`src/dll_clk_pkg.sv`:
```
// Purpose: shared constants and helpers for the dll control and clock divider
// Assumes: one clock mclk at 40 MHz, synchronous active-high srst
// Notes:   register offsets are byte addresses on a 32-bit classic wishbone
//
// What this block does
// divider output is the edge clock divided by two, four or eight
// divided output phase is fixed by the moment of reset release
// divider reset forces all divider outputs low at once, no clock needed
// outputs start toggling only on release, synchronous to the input clock
// after release the count starts at zero, first rising edge aligned
// dll control state resets while dll reset input is low, sampled synchronously
// adjust freeze high holds the computed delay code unchanged; in time reference mode the code still follows the peer code
// update enable high two consecutive cycles applies the computed code
// lock output is high only while the loop is phase locked
// time reference mode takes the peer gray code as delay setting
// own applied delay code is driven out in gray code
// increment indicator goes out to peers and comes in from a peer
// mismatch output high whenever computed code differs from applied code
// secondary clock is a delay-shifted clock, optionally divided by two or four
package dll_clk_pkg;
  localparam int unsigned CODE_W     = 6;
  localparam int unsigned DELAY_TAPS = 64;
  localparam logic [3:0]  LOCK_COUNT = 4'h8;
  // register byte offsets
  localparam logic [3:0]  CTRL_OFS   = 4'h0;
  localparam logic [3:0]  STATUS_OFS = 4'h4;
  // control fields
  localparam int unsigned CTRL_DIV_LSB  = 0;
  localparam int unsigned CTRL_SEC_LSB  = 2;
  localparam int unsigned CTRL_TREF_BIT = 4;
  localparam logic [4:0]  CTRL_RESET    = 5'h00;
  // status fields
  localparam int unsigned STAT_CODE_LSB  = 0;
  localparam int unsigned STAT_APPL_LSB  = 8;
  localparam int unsigned STAT_LOCK_BIT  = 16;
  localparam int unsigned STAT_MISM_BIT  = 17;
  localparam int unsigned STAT_INCR_BIT  = 18;
  localparam int unsigned STAT_RUN_BIT   = 19;
  // divide selections
  localparam logic [1:0]  DIV_BY2  = 2'h0;
  localparam logic [1:0]  DIV_BY4  = 2'h1;
  localparam logic [1:0]  DIV_BY8  = 2'h2;
  localparam logic [1:0]  SEC_NONE = 2'h0;
  localparam logic [1:0]  SEC_BY2  = 2'h1;
  localparam logic [1:0]  SEC_BY4  = 2'h2;
  typedef enum logic {DIV_STOPPED, DIV_RUNNING} div_state_e;

  function automatic logic [CODE_W-1:0] bin2gray(input logic [CODE_W-1:0] b);
    return b ^ (b >> 1);
  endfunction : bin2gray

  function automatic logic [CODE_W-1:0] gray2bin(input logic [CODE_W-1:0] g);
    logic [CODE_W-1:0] b;
    b[CODE_W-1] = g[CODE_W-1];
    for (int i = CODE_W-2; i >= 0; i--) begin
      b[i] = b[i+1] ^ g[i];
    end
    return b;
  endfunction : gray2bin
endpackage : dll_clk_pkg

```
`src/dll_clk_ctrl.sv`:
```
// Purpose: digital control of the delay-locked loop plus the edge clock divider
// Assumes: all pins except the async divRst synchronous to mclk; wishbone classic slave on mclk
// Notes:   delay line modelled as a 64-tap shift of the sampled reference
module dll_clk_ctrl (
  // clock, reset, enable
  input  wire logic        mclk,
  input  wire logic        srst,
  input  wire logic        ce,
  // wishbone slave
  input  wire logic        cyc_i,
  input  wire logic        stb_i,
  input  wire logic        we_i,
  input  wire logic [3:0]  adr_i,
  input  wire logic [3:0]  sel_i,
  input  wire logic [31:0] dat_i,
  output logic [31:0]      dat_o,
  output logic             ack_o,
  // dll fabric side
  input  wire logic        refClkIn,
  input  wire logic        feedbackClkIn,
  input  wire logic        dllResetN,
  input  wire logic        adjustFreeze,
  input  wire logic        updateEnable,
  output logic             primaryClkOut,
  output logic             secondaryClkOut,
  output logic             lock,
  output logic             settingMismatch,
  // peer dll exchange
  input  wire logic        incrFromPeer,
  input  wire logic [5:0]  peerDelayCodeIn,
  output logic             incrToPeer,
  output logic [5:0]       delayCodeOut,
  // clock divider
  input  wire logic        divRst,
  input  wire logic        divRelease,
  output logic             divClkOut
);
  localparam int unsigned W = dll_clk_pkg::CODE_W;

  // control register fields
  logic [1:0]   divMode_reg;
  logic [1:0]   secMode_reg;
  logic         timeRef_reg;
  // bus
  logic         ack_reg;
  logic [31:0]  rdData_reg;
  logic [31:0]  rdWord;
  logic         reqCtrl;
  logic         reqStat;
  // dll state
  logic         ref_reg;
  logic         refPrev_reg;
  logic         refRise;
  logic [W-1:0] computed_reg;
  logic [W-1:0] computed_next;
  logic [W-1:0] applied_reg;
  logic [W-1:0] grayOut_reg;
  logic         incr_reg;
  logic         seenStep_reg;
  logic [3:0]   lockCnt_reg;
  logic         lock_reg;
  logic         mismatch_reg;
  logic         updPrev_reg;
  logic         updCmd;
  logic         dllClear;
  logic         stepDir;
  // delay line and secondary clock
  logic [dll_clk_pkg::DELAY_TAPS-1:0] delayLine_reg;
  logic         tap;
  logic         tapPrev_reg;
  logic [1:0]   secCnt_reg;
  logic         sec_reg;
  logic         primary_reg;
  logic         divRunning;

  // register bus
  always_comb begin
    reqCtrl = 1'b0;
    reqStat = 1'b0;
    if (adr_i == dll_clk_pkg::CTRL_OFS) begin
      reqCtrl = 1'b1;
    end else if (adr_i == dll_clk_pkg::STATUS_OFS) begin
      reqStat = 1'b1;
    end
  end

  always_comb begin
    rdWord = 32'h0000_0000;
    if (reqCtrl) begin
      rdWord[dll_clk_pkg::CTRL_DIV_LSB +: 2] = divMode_reg;
      rdWord[dll_clk_pkg::CTRL_SEC_LSB +: 2] = secMode_reg;
      rdWord[dll_clk_pkg::CTRL_TREF_BIT]     = timeRef_reg;
    end else if (reqStat) begin
      rdWord[dll_clk_pkg::STAT_CODE_LSB +: W] = computed_reg;
      rdWord[dll_clk_pkg::STAT_APPL_LSB +: W] = applied_reg;
      rdWord[dll_clk_pkg::STAT_LOCK_BIT]      = lock_reg;
      rdWord[dll_clk_pkg::STAT_MISM_BIT]      = mismatch_reg;
      rdWord[dll_clk_pkg::STAT_INCR_BIT]      = incr_reg;
      rdWord[dll_clk_pkg::STAT_RUN_BIT]       = divRunning;
    end
  end

  // ack one cycle after the request, dropped the cycle after
  always_ff @(posedge mclk) begin
    if (srst) begin
      ack_reg    <= 1'b0;
      rdData_reg <= 32'h0000_0000;
    end else if (ce) begin
      ack_reg    <= cyc_i && stb_i && !ack_reg;
      rdData_reg <= rdWord;
    end
  end

  // write lands on the edge where ack is seen high
  always_ff @(posedge mclk) begin
    if (srst) begin
      divMode_reg <= dll_clk_pkg::CTRL_RESET[dll_clk_pkg::CTRL_DIV_LSB +: 2];
      secMode_reg <= dll_clk_pkg::CTRL_RESET[dll_clk_pkg::CTRL_SEC_LSB +: 2];
      timeRef_reg <= dll_clk_pkg::CTRL_RESET[dll_clk_pkg::CTRL_TREF_BIT];
    end else if (ce && ack_reg && cyc_i && stb_i && we_i && reqCtrl && sel_i[0]) begin
      divMode_reg <= dat_i[dll_clk_pkg::CTRL_DIV_LSB +: 2];
      secMode_reg <= dat_i[dll_clk_pkg::CTRL_SEC_LSB +: 2];
      timeRef_reg <= dat_i[dll_clk_pkg::CTRL_TREF_BIT];
    end
  end

  assign dat_o = rdData_reg;
  assign ack_o = ack_reg;

  // phase detector
  always_ff @(posedge mclk) begin
    if (srst) begin
      ref_reg     <= 1'b0;
      refPrev_reg <= 1'b0;
      primary_reg <= 1'b0;
    end else if (ce) begin
      ref_reg     <= refClkIn;
      refPrev_reg <= ref_reg;
      primary_reg <= ref_reg;
    end
  end

  assign refRise  = ref_reg && !refPrev_reg;
  // synchronous dll reset
  assign dllClear = srst || !dllResetN;
  // feedback already high at reference edge means too much delay
  assign stepDir  = !feedbackClkIn;

  always_comb begin
    computed_next = computed_reg;
    if (timeRef_reg) begin
      // follow peer code
      computed_next = dll_clk_pkg::gray2bin(peerDelayCodeIn);
    end else if (!adjustFreeze && refRise) begin
      // freeze holds code
      if (stepDir && computed_reg != {W{1'b1}}) begin
        computed_next = computed_reg + {{(W-1){1'b0}}, 1'b1};
      end else if (!stepDir && computed_reg != {W{1'b0}}) begin
        computed_next = computed_reg - {{(W-1){1'b0}}, 1'b1};
      end
    end
  end

  always_ff @(posedge mclk) begin
    if (dllClear) begin
      computed_reg <= {W{1'b0}};
    end else if (ce) begin
      computed_reg <= computed_next;
    end
  end

  // increment direction
  always_ff @(posedge mclk) begin
    if (dllClear) begin
      incr_reg     <= 1'b0;
      seenStep_reg <= 1'b0;
    end else if (ce) begin
      if (timeRef_reg) begin
        incr_reg <= incrFromPeer;
      end else if (!adjustFreeze && refRise) begin
        incr_reg     <= stepDir;
        seenStep_reg <= 1'b1;
      end
    end
  end

  // lock after repeated direction reversals
  always_ff @(posedge mclk) begin
    if (dllClear) begin
      lockCnt_reg <= 4'h0;
      lock_reg    <= 1'b0;
    end else if (ce) begin
      if (timeRef_reg) begin
        lockCnt_reg <= dll_clk_pkg::LOCK_COUNT;
        lock_reg    <= 1'b1;
      end else if (!adjustFreeze && refRise && seenStep_reg) begin
        if (stepDir != incr_reg) begin
          if (lockCnt_reg != dll_clk_pkg::LOCK_COUNT) begin
            lockCnt_reg <= lockCnt_reg + 4'h1;
          end
          lock_reg <= (lockCnt_reg + 4'h1 >= dll_clk_pkg::LOCK_COUNT);
        end else begin
          lockCnt_reg <= 4'h0;
          lock_reg    <= 1'b0;
        end
      end
    end
  end

  // update of applied setting
  // two-cycle update enable
  assign updCmd = updateEnable && updPrev_reg;

  always_ff @(posedge mclk) begin
    if (dllClear) begin
      updPrev_reg <= 1'b0;
      applied_reg <= {W{1'b0}};
      grayOut_reg <= {W{1'b0}};
    end else if (ce) begin
      updPrev_reg <= updateEnable && !updCmd;
      if (updCmd) begin
        applied_reg <= computed_reg;
        // gray coded output
        grayOut_reg <= dll_clk_pkg::bin2gray(computed_reg);
      end
    end
  end

  // mismatch flag
  always_ff @(posedge mclk) begin
    if (dllClear) begin
      mismatch_reg <= 1'b0;
    end else if (ce) begin
      mismatch_reg <= (computed_next != (updCmd ? computed_reg : applied_reg));
    end
  end

  // secondary clock
  always_ff @(posedge mclk) begin
    if (srst) begin
      delayLine_reg <= '0;
      tapPrev_reg   <= 1'b0;
    end else if (ce) begin
      delayLine_reg <= {delayLine_reg[dll_clk_pkg::DELAY_TAPS-2:0], ref_reg};
      tapPrev_reg   <= tap;
    end
  end

  assign tap = delayLine_reg[applied_reg];

  // shifted, optionally divided
  always_ff @(posedge mclk) begin
    if (dllClear) begin
      secCnt_reg <= 2'h0;
      sec_reg    <= 1'b0;
    end else if (ce) begin
      case (secMode_reg)
        dll_clk_pkg::SEC_BY2: begin
          if (tap && !tapPrev_reg) begin
            sec_reg <= ~sec_reg;
          end
        end
        dll_clk_pkg::SEC_BY4: begin
          if (tap && !tapPrev_reg) begin
            secCnt_reg <= secCnt_reg + 2'h1;
            sec_reg    <= secCnt_reg[0] ? ~sec_reg : sec_reg;
          end
        end
        default: begin
          sec_reg <= tap;
        end
      endcase
    end
  end

  assign primaryClkOut   = primary_reg;
  assign secondaryClkOut = sec_reg;
  assign lock            = lock_reg;
  assign settingMismatch = mismatch_reg;
  assign incrToPeer      = incr_reg;
  assign delayCodeOut    = grayOut_reg;

  // clock divider
  clk_divider u_divider (
    .mclk       (mclk),
    .srst       (srst),
    .ce         (ce),
    .divRst     (divRst),
    .divRelease (divRelease),
    .divMode    (divMode_reg),
    .divClkOut  (divClkOut),
    .divRunning (divRunning)
  );

  // checks
  property p_dllReset;
    @(posedge mclk) disable iff (srst)
      !dllResetN |=> applied_reg == '0 && computed_reg == '0 && !lock && !settingMismatch;
  endproperty
  a_dllReset: assert property (p_dllReset) else $error("dll not cleared");

  property p_freeze;
    @(posedge mclk) disable iff (dllClear)
      (ce && adjustFreeze && !timeRef_reg) ##1 (dllResetN && !srst)
        |-> computed_reg == $past(computed_reg);
  endproperty
  a_freeze: assert property (p_freeze) else $error("code moved while frozen");

  property p_update;
    @(posedge mclk) disable iff (dllClear)
      (ce && updateEnable && updPrev_reg) ##1 dllResetN
        |-> applied_reg == $past(computed_reg);
  endproperty
  a_update: assert property (p_update) else $error("update not applied");

  property p_noUpdate;
    @(posedge mclk) disable iff (dllClear)
      (!updateEnable || !updPrev_reg) ##1 dllResetN |-> $stable(applied_reg);
  endproperty
  a_noUpdate: assert property (p_noUpdate) else $error("applied moved without command");

  property p_lock;
    @(posedge mclk) disable iff (dllClear)
      lock |-> lockCnt_reg == dll_clk_pkg::LOCK_COUNT || timeRef_reg;
  endproperty
  a_lock: assert property (p_lock) else $error("lock without reversals");

  property p_peer;
    @(posedge mclk) disable iff (dllClear)
      (ce && timeRef_reg) ##1 dllResetN
        |-> computed_reg == dll_clk_pkg::gray2bin($past(peerDelayCodeIn));
  endproperty
  a_peer: assert property (p_peer) else $error("peer code not followed");

  property p_grayOut;
    @(posedge mclk) disable iff (srst)
      dll_clk_pkg::gray2bin(delayCodeOut) == applied_reg;
  endproperty
  a_grayOut: assert property (p_grayOut) else $error("gray output wrong");

  property p_mismatch;
    @(posedge mclk) disable iff (dllClear)
      settingMismatch == (computed_reg != applied_reg);
  endproperty
  a_mismatch: assert property (p_mismatch) else $error("mismatch flag wrong");

  property p_incrPeer;
    @(posedge mclk) disable iff (dllClear)
      (ce && timeRef_reg) ##1 dllResetN |-> incrToPeer == $past(incrFromPeer);
  endproperty
  a_incrPeer: assert property (p_incrPeer) else $error("peer increment lost");

  property p_secPlain;
    @(posedge mclk) disable iff (dllClear)
      (ce && secMode_reg == dll_clk_pkg::SEC_NONE) ##1 dllResetN
        |-> secondaryClkOut == $past(tap);
  endproperty
  a_secPlain: assert property (p_secPlain) else $error("secondary not tap");

  property p_ack;
    @(posedge mclk) disable iff (srst)
      ack_o |=> !ack_o;
  endproperty
  a_ack: assert property (p_ack) else $error("ack held two cycles");

  c_lock:   cover property (@(posedge mclk) disable iff (dllClear) $rose(lock));
  c_update: cover property (@(posedge mclk) disable iff (dllClear) updCmd);
  c_tref:   cover property (@(posedge mclk) disable iff (srst) timeRef_reg && lock);
  c_sec4:   cover property (@(posedge mclk) disable iff (srst)
                            secMode_reg == dll_clk_pkg::SEC_BY4 && $rose(secondaryClkOut));
endmodule : dll_clk_ctrl

```
`src/clk_divider.sv`:
```
// Purpose: edge clock divider, /2 /4 /8, with async reset and sync release
// Assumes: mclk is the edge clock; divRst may arrive at any time
// Notes:   output is a register cleared by the async reset
module clk_divider (
  // clock and control
  input  wire logic       mclk,
  input  wire logic       srst,
  input  wire logic       ce,
  // divider control
  input  wire logic       divRst,
  input  wire logic       divRelease,
  input  wire logic [1:0] divMode,
  // divided clock
  output logic            divClkOut,
  output logic            divRunning
);
  dll_clk_pkg::div_state_e state_reg;
  logic [1:0]              cnt_reg;
  logic [1:0]              halfLast;

  always_comb begin
    case (divMode)
      dll_clk_pkg::DIV_BY4: halfLast = 2'h1;
      dll_clk_pkg::DIV_BY8: halfLast = 2'h3;
      default:              halfLast = 2'h0;
    endcase
  end

  // async forced low
  always_ff @(posedge mclk or posedge divRst) begin
    if (divRst) begin
      state_reg <= dll_clk_pkg::DIV_STOPPED;
      cnt_reg   <= 2'h0;
      divClkOut <= 1'b0;
    end else if (srst) begin
      state_reg <= dll_clk_pkg::DIV_STOPPED;
      cnt_reg   <= 2'h0;
      divClkOut <= 1'b0;
    end else if (ce) begin
      case (state_reg)
        dll_clk_pkg::DIV_STOPPED: begin
          // synchronous release
          if (divRelease) begin
            state_reg <= dll_clk_pkg::DIV_RUNNING;
            // count from zero
            cnt_reg   <= 2'h0;
            divClkOut <= 1'b1;
          end
        end
        default: begin
          // toggle every half period
          if (cnt_reg == halfLast) begin
            cnt_reg   <= 2'h0;
            divClkOut <= ~divClkOut;
          end else begin
            cnt_reg <= cnt_reg + 2'h1;
          end
        end
      endcase
    end
  end

  assign divRunning = (state_reg == dll_clk_pkg::DIV_RUNNING);

  property p_divHold;
    @(posedge mclk) disable iff (srst || divRst)
      (ce && divRunning && cnt_reg != halfLast) |=> $stable(divClkOut);
  endproperty
  a_divHold: assert property (p_divHold) else $error("divider toggled mid half");

  property p_divLow;
    @(posedge mclk) divRst |-> !divClkOut && !divRunning;
  endproperty
  a_divLow: assert property (p_divLow) else $error("divider output not low in reset");

  property p_divStart;
    @(posedge mclk) disable iff (srst || divRst)
      (ce && !divRunning && divRelease) |=> divClkOut && cnt_reg == 2'h0;
  endproperty
  a_divStart: assert property (p_divStart) else $error("divider start misaligned");

  property p_divWait;
    @(posedge mclk) disable iff (srst || divRst)
      (!divRunning && !divRelease) |=> !divClkOut;
  endproperty
  a_divWait: assert property (p_divWait) else $error("divider ran without release");

  c_divRun: cover property (@(posedge mclk) disable iff (srst) $fell(divClkOut));
endmodule : clk_divider

```
`config.mk`:
```
export PLATFORM = sky130hd
export DESIGN_NAME = dll_clk_ctrl
export DESIGN_NICKNAME = d
export VERILOG_FILES = /design/src/dll_clk_pkg.sv /design/src/dll_clk_ctrl.sv /design/src/clk_divider.sv
export SDC_FILE = /design/constraint.sdc
export NUM_CORES = 1
export LEC_CHECK = 0
export BUFFER_PORTS_ARGS = -buffer_cell sky130_fd_sc_hd__buf_2
export CORE_MARGIN = 2
export CORE_UTILIZATION = 35
export CTS_CLUSTER_SIZE = 10
export DETAILED_ROUTE_END_ITERATION = 6
export SETUP_SLACK_MARGIN = 0.15
export SLEW_MARGIN = 20
export SYNTH_ARGS = -nofsm -noshare
export SYNTH_HDL_FRONTEND = slang
export SYNTH_SLANG_ARGS = --single-unit
```
`constraint.sdc`:
```
create_clock -name mclk -period 2.8 [get_ports mclk]
set_input_delay 0.56 -clock mclk [delete_from_list [all_inputs] [get_ports mclk]]
set_output_delay 0.56 -clock mclk [all_outputs]
set_load 0.01 [all_outputs]
```
==> results by group, run 1 <==
Outcome
  • Status: finished clean

STA
  • Slew headroom: between 40 and 50%
  • Max Fclk: a little over 400 MHz
  • RSZ-0062 raised after global routing: false
  • Setup Viol. Count Final: 0
  • Setup_tns: 0 ps
  • Crit share post-route: 86.90%
  • Worst hold margin: about 8.2 ps
  • Final Hold Viols: 0
  • Max Slew Vio Count: 0
  • Clk_skew: 9.469 ps
  • Min Tclk post-route: between 2000 and 2500 ps
  • Worst-margin pin slew: 761.4 ps

Critical path
  • Critical-path cell list: buf_4, mux4_2, and3_1, a211oi_2, o21bai_2, and2_4, a211oi_2, o22ai_1
  • Buf+Inv Stages, Crit Path: 1
  • Slowest CP cell: dfxtp_1
  • Critical Path AT: 2730 ps
  • Setup crit end kind: flip-flop
  • Cell family with most CP delay: compound AO/OA/AOI/OAI gates
  • Crit path largest cell delay: 570 ps
  • Critical path type: reg -> reg
  • Startpoint Class: flip-flop
  • Critical path required time: 3090 ps
  • Largest fanout on the critical path: 12
  • Most frequent CP cell: a211oi_2

Clock network
  • Worst-case clock buffer depth: 2
  • CTS Root Cell: clkbuf_16
  • Post-CTS setup buffer count: 0
  • CTS tree: done
  • CTS Buf Count: 17
  • Clock sinks: 121
  • Clock transition at the registers of the reported paths: 50 ps
  • CTS H-tree depth: 4
  • Clk Latency, worst-skew pair: 420 ps

Cells and area
  • Max reg flops: 64
  • Layout fillers: 1725
  • Final std cell area, no fill: 7137 um^2
  • Share of cells above drive strength 1: a little under a fifth
  • Antenna cell count: 0
  • Synth-to-layout area growth: 17.85%
  • Nets: 789
  • Layout Utilization: 41.70%

Detailed routing
  • Routed length per instance: approximately 14 um
  • DRT iter0 DRCs: 269
  • Vias/cell: approximately 5
  • DR pass1 iterations: 4
  • DRC violations left: 0
  • Final ANT Viol Nets: 0
  • Routed via count: 4657
  • Routed WL: 13370 um

Synth
  • Post-synth top area cell: dfxtp_1
  • Async SR Flop Fraction: approximately 3.3%
  • Sequential fraction of the synthesis area: 40.33%
  • Leading post-synthesis cells by cell area: dfxtp_1 (39%), mux2i_1 (14%), nor2_1 (7.1%), mux4_2 (3.7%), ha_1 (3.5%)
  • Ys flop type: dfxtp_1
  • Cell Area, Synth: 6056 um^2
  • Yosys warnings: 0
  • Post-synth EDFFs: 0
  • Yosys top cell area share: 38.68%
  • Syn_area_per_cell: 9.217 um^2
  • Synth top cells by count: dfxtp_1 (117), nor2_1 (114), mux2i_1 (85)
  • Leading cell type by number of instances after synthesis: dfxtp_1
  • Synth cell types: 58
  • Synth Register Bits: 121
  • Syn Inst Count: between 600 and 700

Place
  • Placed inst area: 6565 um^2
  • Final HPWL DP: 9233 um
  • Port buffer count: 58
  • Final GP Congestion: between 0.8 and 0.9

Pwr
  • Sequential share of power: between 40% and 50%
  • Internal: 0.003120 W
  • P_sw: 0.0008938 W
  • Clock network power share: 50.9%
  • Max VDD drop: 0.4311 mV
  • Net Sw Frac: 22.27%
  • Comb power frac: 5.6%
  • LEAKAGE: 3.007 nW
  • Pwr Density: 562.4 nW/um^2
  • Total power: 0.004014 W

GRT
  • First-pass GRT wire length: roughly 22000 um
  • Gr usage total: 15.15%
  • Largest net degree at the start of global routing: 75
  • Initial antenna violation count: 0
  • Vias in the first global route: 4352
  • Grt ovf: 0

Floorplanning
  • Die ar.: 18370 um^2
  • Core area: around 17000 um^2
  • Die H: between 100 and 150 um
  • Row count: 48
  • Die Width: 135.5 um
  • Io pins: 105
  • Initial Util: 35.38%

Hold path
  • Min-delay worst type: in -> async

Run
  • Max-cap viol count: 0
cells in the final DEF, fill, tap and decap left out, types with 3 or more instances in the layout:
| cell type | instances |
|---|---|
| mux2i_1 | 85 |
| mux4_2 | 10 |
| nor2_1 | 114 |
| buf_2 | 57 |
| nand2b_1 | 4 |
| mux2_2 | 6 |
| nand4_1 | 5 |
| buf_4 | 22 |
| a22oi_1 | 15 |
| conb_1 | 16 |
| clkbuf_8 | 4 |
| nand3_1 | 12 |
| and3_1 | 3 |
| mux4_1 | 4 |
| dfrtp_1 | 4 |
| nand2_1 | 56 |
| a31oi_1 | 6 |
| o21ai_0 | 13 |
| nor3_1 | 5 |
| xnor2_1 | 10 |
| a21oi_1 | 34 |
| clkbuf_16 | 17 |
| clkinv_2 | 5 |
| dfxtp_1 | 117 |
| inv_1 | 19 |
| o22ai_1 | 3 |
| xor2_1 | 11 |
| nor2b_1 | 5 |
| ha_1 | 17 |
cells by family after synthesis:
group	Yosys count	synth area share (%)
AO/OA/AOI/OAI	99	10.72
AND/OR/NAND/NOR	212	14.77
other	1	0.06192
multiplexers	105	20.62
XOR/XNOR	23	3.801
flip-flops	121	40.33
buffers and inverters	79	6.178
adder cells (fa/ha/maj)	17	3.512
cell type report:
class	count	area, um^2	share of cell area [%]
Clock buffer	23	488.0	6.837
Clock inverter	8	70.07	0.9818
Inverter	20	75.07	1.052
Multi-Input combinational cell	472	3309	46.37
Sequential cell	121	2442	34.22
Tap cell	225	281.5	3.945
Timing Repair Buffer	80	470.5	6.592
path summary, 6_finish.rpt:
| check | startpoint | to | slack (ps) | depth (start not counted) |
|---|---|---|---|---|
| max | applied_reg[0] | secondaryClkOut | 370 | 8 |
| min | divRst | u_divider.divRunning | 8 | 2 |
| max reg2reg | applied_reg[0] | secondaryClkOut | 370 | 8 |
| min reg2reg | delayCodeOut[4] | delayCodeOut[4] | 450 | 2 |
| max in group asynchronous | divRst | u_divider.cnt_reg[1] | 2650 | 2 |
| min in group mclk | refClkIn | ref_reg | 380 | 3 |
what timing repair did:
item                       CTS  global route
hold buffers                 0             0
resized for setup            0             3
setup endpoints to repair    0             1
hold endpoints to repair     0             0
metrics by stage:
step                instances  setup WS [ps]
floorplan                 672          479.9
global placement          918          258.1
detailed placement        918          251.1
CTS                       949          241.8
global route              949          159.7
finish                    949          366.8
metal layers:
layer	GRT usage, %	vias to the layer above	part of all wire (%)
met5	0	-	0
met2	22.98	75	45
met4	4.514	0	0.79
met3	4.227	13	4.5
li1	-	2369	-
met1	20.99	2200	49
power by group through the flow:
stage	registers [W]	logic, W	clock network (W)
detailed placement	0.00178	0.000225	0
finish	0.00174	0.000225	0.00204
global placement	0.00178	0.000225	0
global route	0.00174	0.000248	0.00217
CTS	0.00174	0.000225	0.00209
floorplan	0.00178	0.000173	0
(Power assumes the default switching activity.)
==> inputs of run 2 (changes only) <==
--- a/config.mk
+++ b/config.mk
@@ -5,11 +5,13 @@
 export SDC_FILE = /design/constraint.sdc
 export NUM_CORES = 1
 export LEC_CHECK = 0
+export ABC_AREA = 1
 export BUFFER_PORTS_ARGS = -buffer_cell sky130_fd_sc_hd__buf_2
 export CORE_MARGIN = 2
-export CORE_UTILIZATION = 35
+export CORE_UTILIZATION = 55
 export CTS_CLUSTER_SIZE = 10
 export DETAILED_ROUTE_END_ITERATION = 6
+export PLACE_DENSITY = 0.78
 export SETUP_SLACK_MARGIN = 0.15
 export SLEW_MARGIN = 20
 export SYNTH_ARGS = -nofsm -noshare
==> constraint.sdc (replaced) <==
create_clock -name mclk -period 3.1 [get_ports mclk]
set_input_delay 0.62 -clock mclk [delete_from_list [all_inputs] [get_ports mclk]]
set_output_delay 0.62 -clock mclk [all_outputs]
set_load 0.01 [all_outputs]
==> run 2 against run 1 <==
  * Count of clock-buffer cells in the layout is 3 lower
  * Register-to-register slack improved by 500 ps
  * Worst hold slack better by 310 ps
  * Non-clock buffer count shrank 10
  * Sequential share of layout area is 0.69 points higher
  * First-iteration DRC count up 58%
  * Routed wire length grew 10%
  * Core utilization grew 23 points
  * Critical endpoint is now settingMismatch
  * Largest cell class unchanged
==> results by group, run 2 <==
Outcome
  • Status: finished clean

Hold path
  • Min-delay worst type: in -> reg

Synth
  • Yosys warnings: 0 (unchanged)
  • Syn Inst Count: 887 (+35%)
  • Syn_area_per_cell: 6.861 um^2 (-26%)
  • Leading post-synthesis cells by cell area: dfxtp_1 (38%), nand2_1 (11%), o21ai_0 (9.8%), nor2_1 (9.1%), nand3_1 (7.2%)
  • Cell Area, Synth: 6086 um^2 (+0.50%)
  • Yosys top cell area share: 38.49% (-0.19 points)
  • Async SR Flop Fraction: 3.306% (unchanged)
  • Synth Register Bits: 121 (unchanged)
  • Leading cell type by number of instances after synthesis: nand2_1
  • Synth top cells by count: nand2_1 (176), nor2_1 (147), o21ai_0 (119)
  • Sequential fraction of the synthesis area: 40.13% (-0.20 points)
  • Synth cell types: 40 (-31%)
  • Post-synth top area cell: dfxtp_1
  • Post-synth EDFFs: 0 (unchanged)
  • Ys flop type: dfxtp_1

Cells and area
  • Max reg flops: 64 (unchanged)
  • Antenna cell count: 0 (unchanged)
  • Share of cells above drive strength 1: 12.65% (-6.0 points)
  • Most common cell after layout, fill and taps aside: nand2_1
  • Synth-to-layout area growth: 14.97%
  • Nets: 1005 (+27%)
  • Commonest non-fill, non-tap cells in the layout: nand2_1 (176), nor2_1 (147), o21ai_0 (119)
  • Layout Utilization: 64.54% (+23 points)

STA
  • Final Hold Viols: 0 (unchanged)
  • Setup_tns: 0 ps (unchanged)
  • Worst-margin pin slew: 774.0 ps (+12.58 ps)
  • Setup Viol. Count Final: 0 (unchanged)
  • Max Slew Vio Count: 0 (unchanged)
  • Max Fclk: 448.2 MHz (+9.0%)
  • Slew headroom: 48.40% (-0.65 points)
  • RSZ-0062 raised after global routing: false
  • Crit share post-route: 71.98% (-15 points)
  • Min Tclk post-route: 2231 ps (-201.9 ps)
  • Clk_skew: 6.068 ps (-3.401 ps)

Critical path
  • Most frequent CP cell: nand2_1
  • Critical-path cell list: inv_1, ha_1, nand3_1, nand2_1, o21ai_0, nand2_1, nand2_1, nand3_1, nand2_1, o21ai_0, nor2_1, a21oi_1
  • Largest fanout on the critical path: 6 (-6)
  • Crit path largest cell delay: 440 ps (-130 ps)
  • Critical path required time: 3520 ps (+430 ps)
  • Critical path type: reg -> reg
  • Startpoint Class: flip-flop
  • Setup crit end kind: flip-flop
  • Slowest CP cell: dfxtp_1
  • Critical Path AT: 2650 ps (-80 ps)

Detailed routing
  • DRT iter0 DRCs: 426 (+58%)
  • Final ANT Viol Nets: 0 (unchanged)
  • DRC violations left: 0 (unchanged)
  • Met2 WL post-DR: 6583 um (+8.3%)
  • Routed length on met3: 1090 um (+83%)
  • Highest Signal Layer: met4
  • Routed WL: 14710 um (+10%)
  • Vias/cell: 5.359 (+9.2%)
  • Wire length on met1: 6777 um (+2.8%)
  • Routed length per instance: 13.61 um (-3.4%)
  • DR pass1 iterations: 5 (+1)
  • Routed via count: 5793 (+24%)

Pwr
  • Max VDD drop: 0.5480 mV (+27%)
  • Pwr Density: 615.5 nW/um^2 (+9.4%)
  • LEAKAGE: 3.204 nW (+6.6%)
  • Total power: 0.004307 W (+7.3%)

Clock network
  • CTS Buf Count: 17 (unchanged)
  • Post-CTS setup buffer count: 0 (unchanged)
  • CTS H-tree depth: 4 (unchanged)
  • CTS Hold Bufs: 1 (+1)
  • Clock sinks: 121 (unchanged)
  • CTS tree: done
  • CTS Root Cell: clkbuf_8
  • Clk Latency, worst-skew pair: 530 ps (+110 ps)
  • Worst-case clock buffer depth: 2 (unchanged)
  • CTS resizes: 0 (unchanged)
  • Clock transition at the registers of the reported paths: 60 ps (about the same)

Floorplanning
  • Io pins: 105 (unchanged)
  • Die ar.: 11920 um^2 (-35%)
  • Initial Util: 56.14% (+21 points)
  • Core area: 10840 um^2 (-37%)
  • Die Width: 109.2 um (-19%)
  • Row count: 38 (-21%)
  • Die H: 109.2 um (-19%)

Place
  • Final HPWL DP: 9230 um (about the same)
  • Port buffer count: 58 (unchanged)
  • Final GP Congestion: 0.8970 (+10%)

GRT
  • Gr usage total: 26.05% (+11 points)
  • First-pass GRT wire length: 24410 um (+11%)
  • Largest net degree at the start of global routing: 76 (+1.3%)
  • Grt ovf: 0 (unchanged)
  • Initial antenna violation count: 0 (unchanged)
  • Vias in the first global route: 5211 (+20%)

Run
  • Max-cap viol count: 0 (unchanged)
[run 2: changes by cell type after synthesis, moves of 10 or more]
cell | previous run | this run
a21oi_1 | 34 | 46
nand2_1 | 56 | 176
xor2_1 | 11 | 1
mux4_2 | 10 | 0
inv_1 | 19 | 64
nand3_1 | 12 | 88
nor2_1 | 114 | 147
clkbuf_1 | 35 | 25
o21ai_0 | 13 | 119
a22oi_1 | 15 | 0
mux2i_1 | 85 | 0
[run 2: path summary, 6_finish.rpt]
kind / slack (ps) / cells after the start / to / startpoint
worst max-delay path: 870 / 12 / settingMismatch / computed_reg[3]
worst min-delay path: 320 / 3 / divMode_reg[1] / dat_i[1]
worst max register to register: 870 / 12 / settingMismatch / computed_reg[3]
worst min register to register: 460 / 2 / delayCodeOut[0] / delayCodeOut[0]
max in group asynchronous: 2410 / 3 / u_divider.cnt_reg[1] / divRst
min in group asynchronous: 530 / 3 / u_divider.divClkOut / divRst
[run 2: layer usage]
| metal | global-route usage (%) | up-vias |
|---|---|---|
| met5 | 0 | - |
| met2 | 40.15 | 205 |
| met4 | 8.680 | 0 |
| met3 | 7.113 | 29 |
| li1 | - | 2945 |
| met1 | 35.35 | 2614 |
[run 2: final cells by class]
cell class | count | area [um^2]
fillers | 978 | 3844
multi-input cells | 648 | 3045
flip-flops and latches | 121 | 2442
clock buffers | 20 | 435.4
repair buffers | 70 | 382.9
inverters | 70 | 270.3
clock inverters | 12 | 245.2
well taps | 140 | 175.2
[run 2: kinds of logic after synthesis]
family                     Yosys count  share of synthesized area [%]
DFF                                121                          40.13
xor gates and xnor gates             4                         0.5758
adders and majority gates           17                          3.495
AOI/OAI and AO/OA                  180                          15.50
and+or+nand+nor                    431                          29.38
buffers and inverters              133                          10.86
other                                1                        0.06162
[run 2: per-stage QoR]
step	setup WS [ps]	std cells	hold WS [ps]	area [um^2]
6_report	868.7	1081	319.1	6997
5_1_grt	574.1	1081	319.7	6997
4_1_cts	938.9	1081	304.5	6997
3_5_place_dp	914.7	1048	452.3	6306
3_3_place_gp	936.8	1048	444.2	6306
2_1_floorplan	1380	902	386.1	6142
[run 2: critical path: cells and delay by family (launching register included)]
family          cells  cell delay, ps
compound gates      3             500
fa+ha+maj           1             250
buf+inv             1             190
flops               1             440
simple gates        7             740
[run 2: power breakdown]
| group | internal (W) | switching [W] | total [W] |
|---|---|---|---|
| clock network | 0.00157 | 0.000702 | 0.00227 |
| registers | 0.00163 | 0.0000554 | 0.00169 |
| logic | 0.000122 | 0.000224 | 0.000347 |
| total | 0.00332 | 0.000982 | 0.00431 |
==> inputs of run 3 (changes only) <==
==> constraint.sdc (replaced) <==
create_clock -name mclk -period 2.2 [get_ports mclk]
set_input_delay 0.44 -clock mclk [delete_from_list [all_inputs] [get_ports mclk]]
set_output_delay 0.44 -clock mclk [all_outputs]
set_load 0.01 [all_outputs]
==> run 3 against run 2 <==
  * First-iteration DRC count increased by 4.2%
  * Die area unchanged
  * Maximum frequency increased by 11%
  * Cell area increased by 0.59%
  * Non-clock buffer count increased by 15
  * Count of clock-buffer cells in the layout unchanged
==> results by group, run 3 (synthesized netlist as in run 2, its figures left out) <==
Floorplanning
  • Io pins: 105 (unchanged)
  • Die Width: 109.2 um (unchanged)
  • Core area: 10840 um^2 (unchanged)
  • Die H: 109.2 um (unchanged)
  • Row count: 38 (unchanged)
  • Initial Util: 56.14% (unchanged)
  • Die ar.: 11920 um^2 (unchanged)

Place
  • Port buffer count: 58 (unchanged)
  • Final HPWL DP: 9677 um (+4.8%)
  • Final GP Congestion: 0.9434 (+5.2%)
  • Placed insts: 1061 (+1.2%)
  • Placed inst area: 6429 um^2 (+1.9%)

Cells and area
  • Final cell count without fillers: 1095 (+1.3%)
  • Nets: 1020 (+1.5%)
  • Most common cell after layout, fill and taps aside: nand2_1
  • Max reg flops: 64 (unchanged)
  • Commonest non-fill, non-tap cells in the layout: nand2_1 (176), nor2_1 (147), o21ai_0 (118)
  • Synth-to-layout area growth: 15.65%
  • Antenna cell count: 0 (unchanged)
  • Share of cells above drive strength 1: 15.08% (+2.4 points)
  • Final std cell area, no fill: 7038 um^2 (+0.59%)

Detailed routing
  • Routed via count: 5951 (+2.7%)
  • Vias/cell: 5.435 (+1.4%)
  • DRC violations left: 0 (unchanged)
  • Routed WL: 15080 um (+2.5%)
  • Final ANT Viol Nets: 0 (unchanged)
  • Routed length per instance: 13.77 um (+1.2%)
  • DRT iter0 DRCs: 444 (+4.2%)
  • DR pass1 iterations: 6 (+1)

STA
  • Slew headroom: 54.08% (+5.7 points)
  • Min Tclk post-route: 2018 ps (-213.4 ps)
  • Worst-margin pin slew: 681.6 ps (-92.44 ps)
  • Setup Viol. Count Final: 0 (unchanged)
  • Max Slew Vio Count: 0 (unchanged)
  • Setup_tns: 0 ps (unchanged)
  • Max Fclk: 495.6 MHz (+11%)
  • RSZ-0062 raised after global routing: true
  • Clk_skew: 8.970 ps (+2.902 ps)
  • Worst hold margin: 140.1 ps (-179.0 ps)
  • Final Hold Viols: 0 (unchanged)
  • Crit share post-route: 91.72% (+20 points)

Critical path
  • FF-to-FF End: settingMismatch
  • RR Startpoint: computed_reg[3]
  • Startpoint Class: flip-flop
  • Setup crit end kind: flip-flop
  • Largest fanout on the critical path: 7 (+1)
  • Critical Path AT: 2470 ps (-180 ps)
  • Worst r2r path cells: 15 (+3)
  • Critical path required time: 2650 ps (-870 ps)
  • Critical path type: reg -> reg
  • Reg-to-reg slack, setup: 180 ps (-690 ps)

GRT
  • Initial antenna violation count: 0 (unchanged)
  • First-pass GRT wire length: 24450 um (+0.17%)
  • Largest net degree at the start of global routing: 60 (-21%)
  • Grt ovf: 0 (unchanged)
  • Vias in the first global route: 5191 (-0.38%)
  • Gr usage total: 25.86% (-0.19 points)

Outcome
  • Status: finished clean

Pwr
  • P_sw: 0.001390 W (+42%)
  • Sequential share of power: 43.2% (+4.0 points)
  • Clock network power share: 47.6% (-5.2 points)
  • Max VDD drop: 0.5022 mV (-8.4%)
  • Comb power frac: 9.2% (+1.2 points)
  • LEAKAGE: 3.223 nW (+0.58%)
  • Pwr Density: 782.4 nW/um^2 (+27%)
  • Net Sw Frac: 25.24% (+2.4 points)
  • Internal: 0.004116 W (+24%)

Clock network
  • Worst-case clock buffer depth: 2 (unchanged)
  • Clock sinks: 121 (unchanged)
  • CTS Root Cell: clkbuf_8
  • Clock transition at the registers of the reported paths: 60 ps (about the same)
  • Clk Latency, worst-skew pair: 520 ps (about the same)
  • CTS Buf Count: 17 (unchanged)
  • CTS tree: done
  • CTS H-tree depth: 4 (unchanged)

Hold path
  • WHS Endpoint: secMode_reg[0]
  • Worst hold start: dat_i[2]
  • Min-delay worst type: in -> reg
  • Hold Crit Depth: 3 (unchanged)

Run
  • Max-cap viol count: 0 (unchanged)
[run 3: cell types whose count changed in the layout (fill, tap and decap cells not counted), moves of 2 or more]
cell        delta
clkinvlp_4     +2
dfxtp_1        -7
dfxtp_2        +5
buf_4         +13
bufinv_16      -5
dfxtp_4        +2
buf_12         +2
[run 3: per-stage QoR]
stage / total power, W / util, % / setup slack, ps
3_3_place_gp: 0.002903 / 59.30 / 235.8
5_1_grt: 0.005686 / 64.92 / 79.26
6_report: 0.005506 / 64.92 / 182.1
2_1_floorplan: 0.002779 / - / 479.6
4_1_cts: 0.005512 / 64.60 / 158.9
3_5_place_dp: 0.002914 / 59.30 / 198.9
[run 3: power by group through the flow]
stage	sequential [W]	combinational [W]	clock (W)
3_5_place_dp	0.00242	0.000494	0
4_1_cts	0.00238	0.000503	0.00263
3_3_place_gp	0.00242	0.000481	0
6_report	0.00238	0.000508	0.00262
2_1_floorplan	0.00241	0.000367	0
5_1_grt	0.00239	0.000582	0.00271
[run 3: worst max-delay path by stage]
| stage | start | endpoint | slack, ps | cells after the start |
|---|---|---|---|---|
| after floorplan | computed_reg[2] | settingMismatch | 480 | 14 |
| after global placement | adjustFreeze | lockCnt_reg[2] | 240 | 9 |
| after detailed placement | adjustFreeze | lockCnt_reg[2] | 200 | 9 |
| after CTS | computed_reg[5] | settingMismatch | 160 | 15 |
| after global routing | computed_reg[3] | settingMismatch | 80 | 15 |
| final | computed_reg[3] | settingMismatch | 180 | 15 |
[run 3: layout make-up]
type | count | area [um^2]
Fill cell | 973 | 3802
Multi-Input combinational cell | 648 | 3057
Sequential cell | 121 | 2456
Timing Repair Buffer | 85 | 520.5
Clock buffer | 20 | 435.4
Inverter | 70 | 270.3
Tap cell | 140 | 175.2
Clock inverter | 11 | 123.9
[run 3: routing by layer]
layer / GRT usage (%) / wire (um) / vias to the layer above / share of wire, %
li1: - / - / 2962 / -
met1: 35.70 / 6970 / 2715 / 46
met2: 40.15 / 6660 / 241 / 44
met3: 5.977 / 1163 / 33 / 7.7
met4: 8.318 / 288 / 0 / 1.9
met5: 0 / 0 / - / 0
[run 3: worst max-delay path: stages, from the launching register on]
cell     delay, ps
dfxtp_2        360
buf_4          140
ha_1           180
nand3_2        130
nand2_4        130
nand2_2         50
nand2_2        100
inv_2           60
nand2_1         80
nand2_1         80
nand3_2         80
nand2_2         70
or2_1          220
nand3_1         70
nor2_1          40
a21oi_1        130
[run 3: what timing repair did]
item                       4_1_cts  5_1_grt
hold buffers                     1        0
pin swaps                        0        2
setup buffers                    0        2
setup endpoints to repair        1        4
hold endpoints to repair         4        0
gates resized for setup          2       12
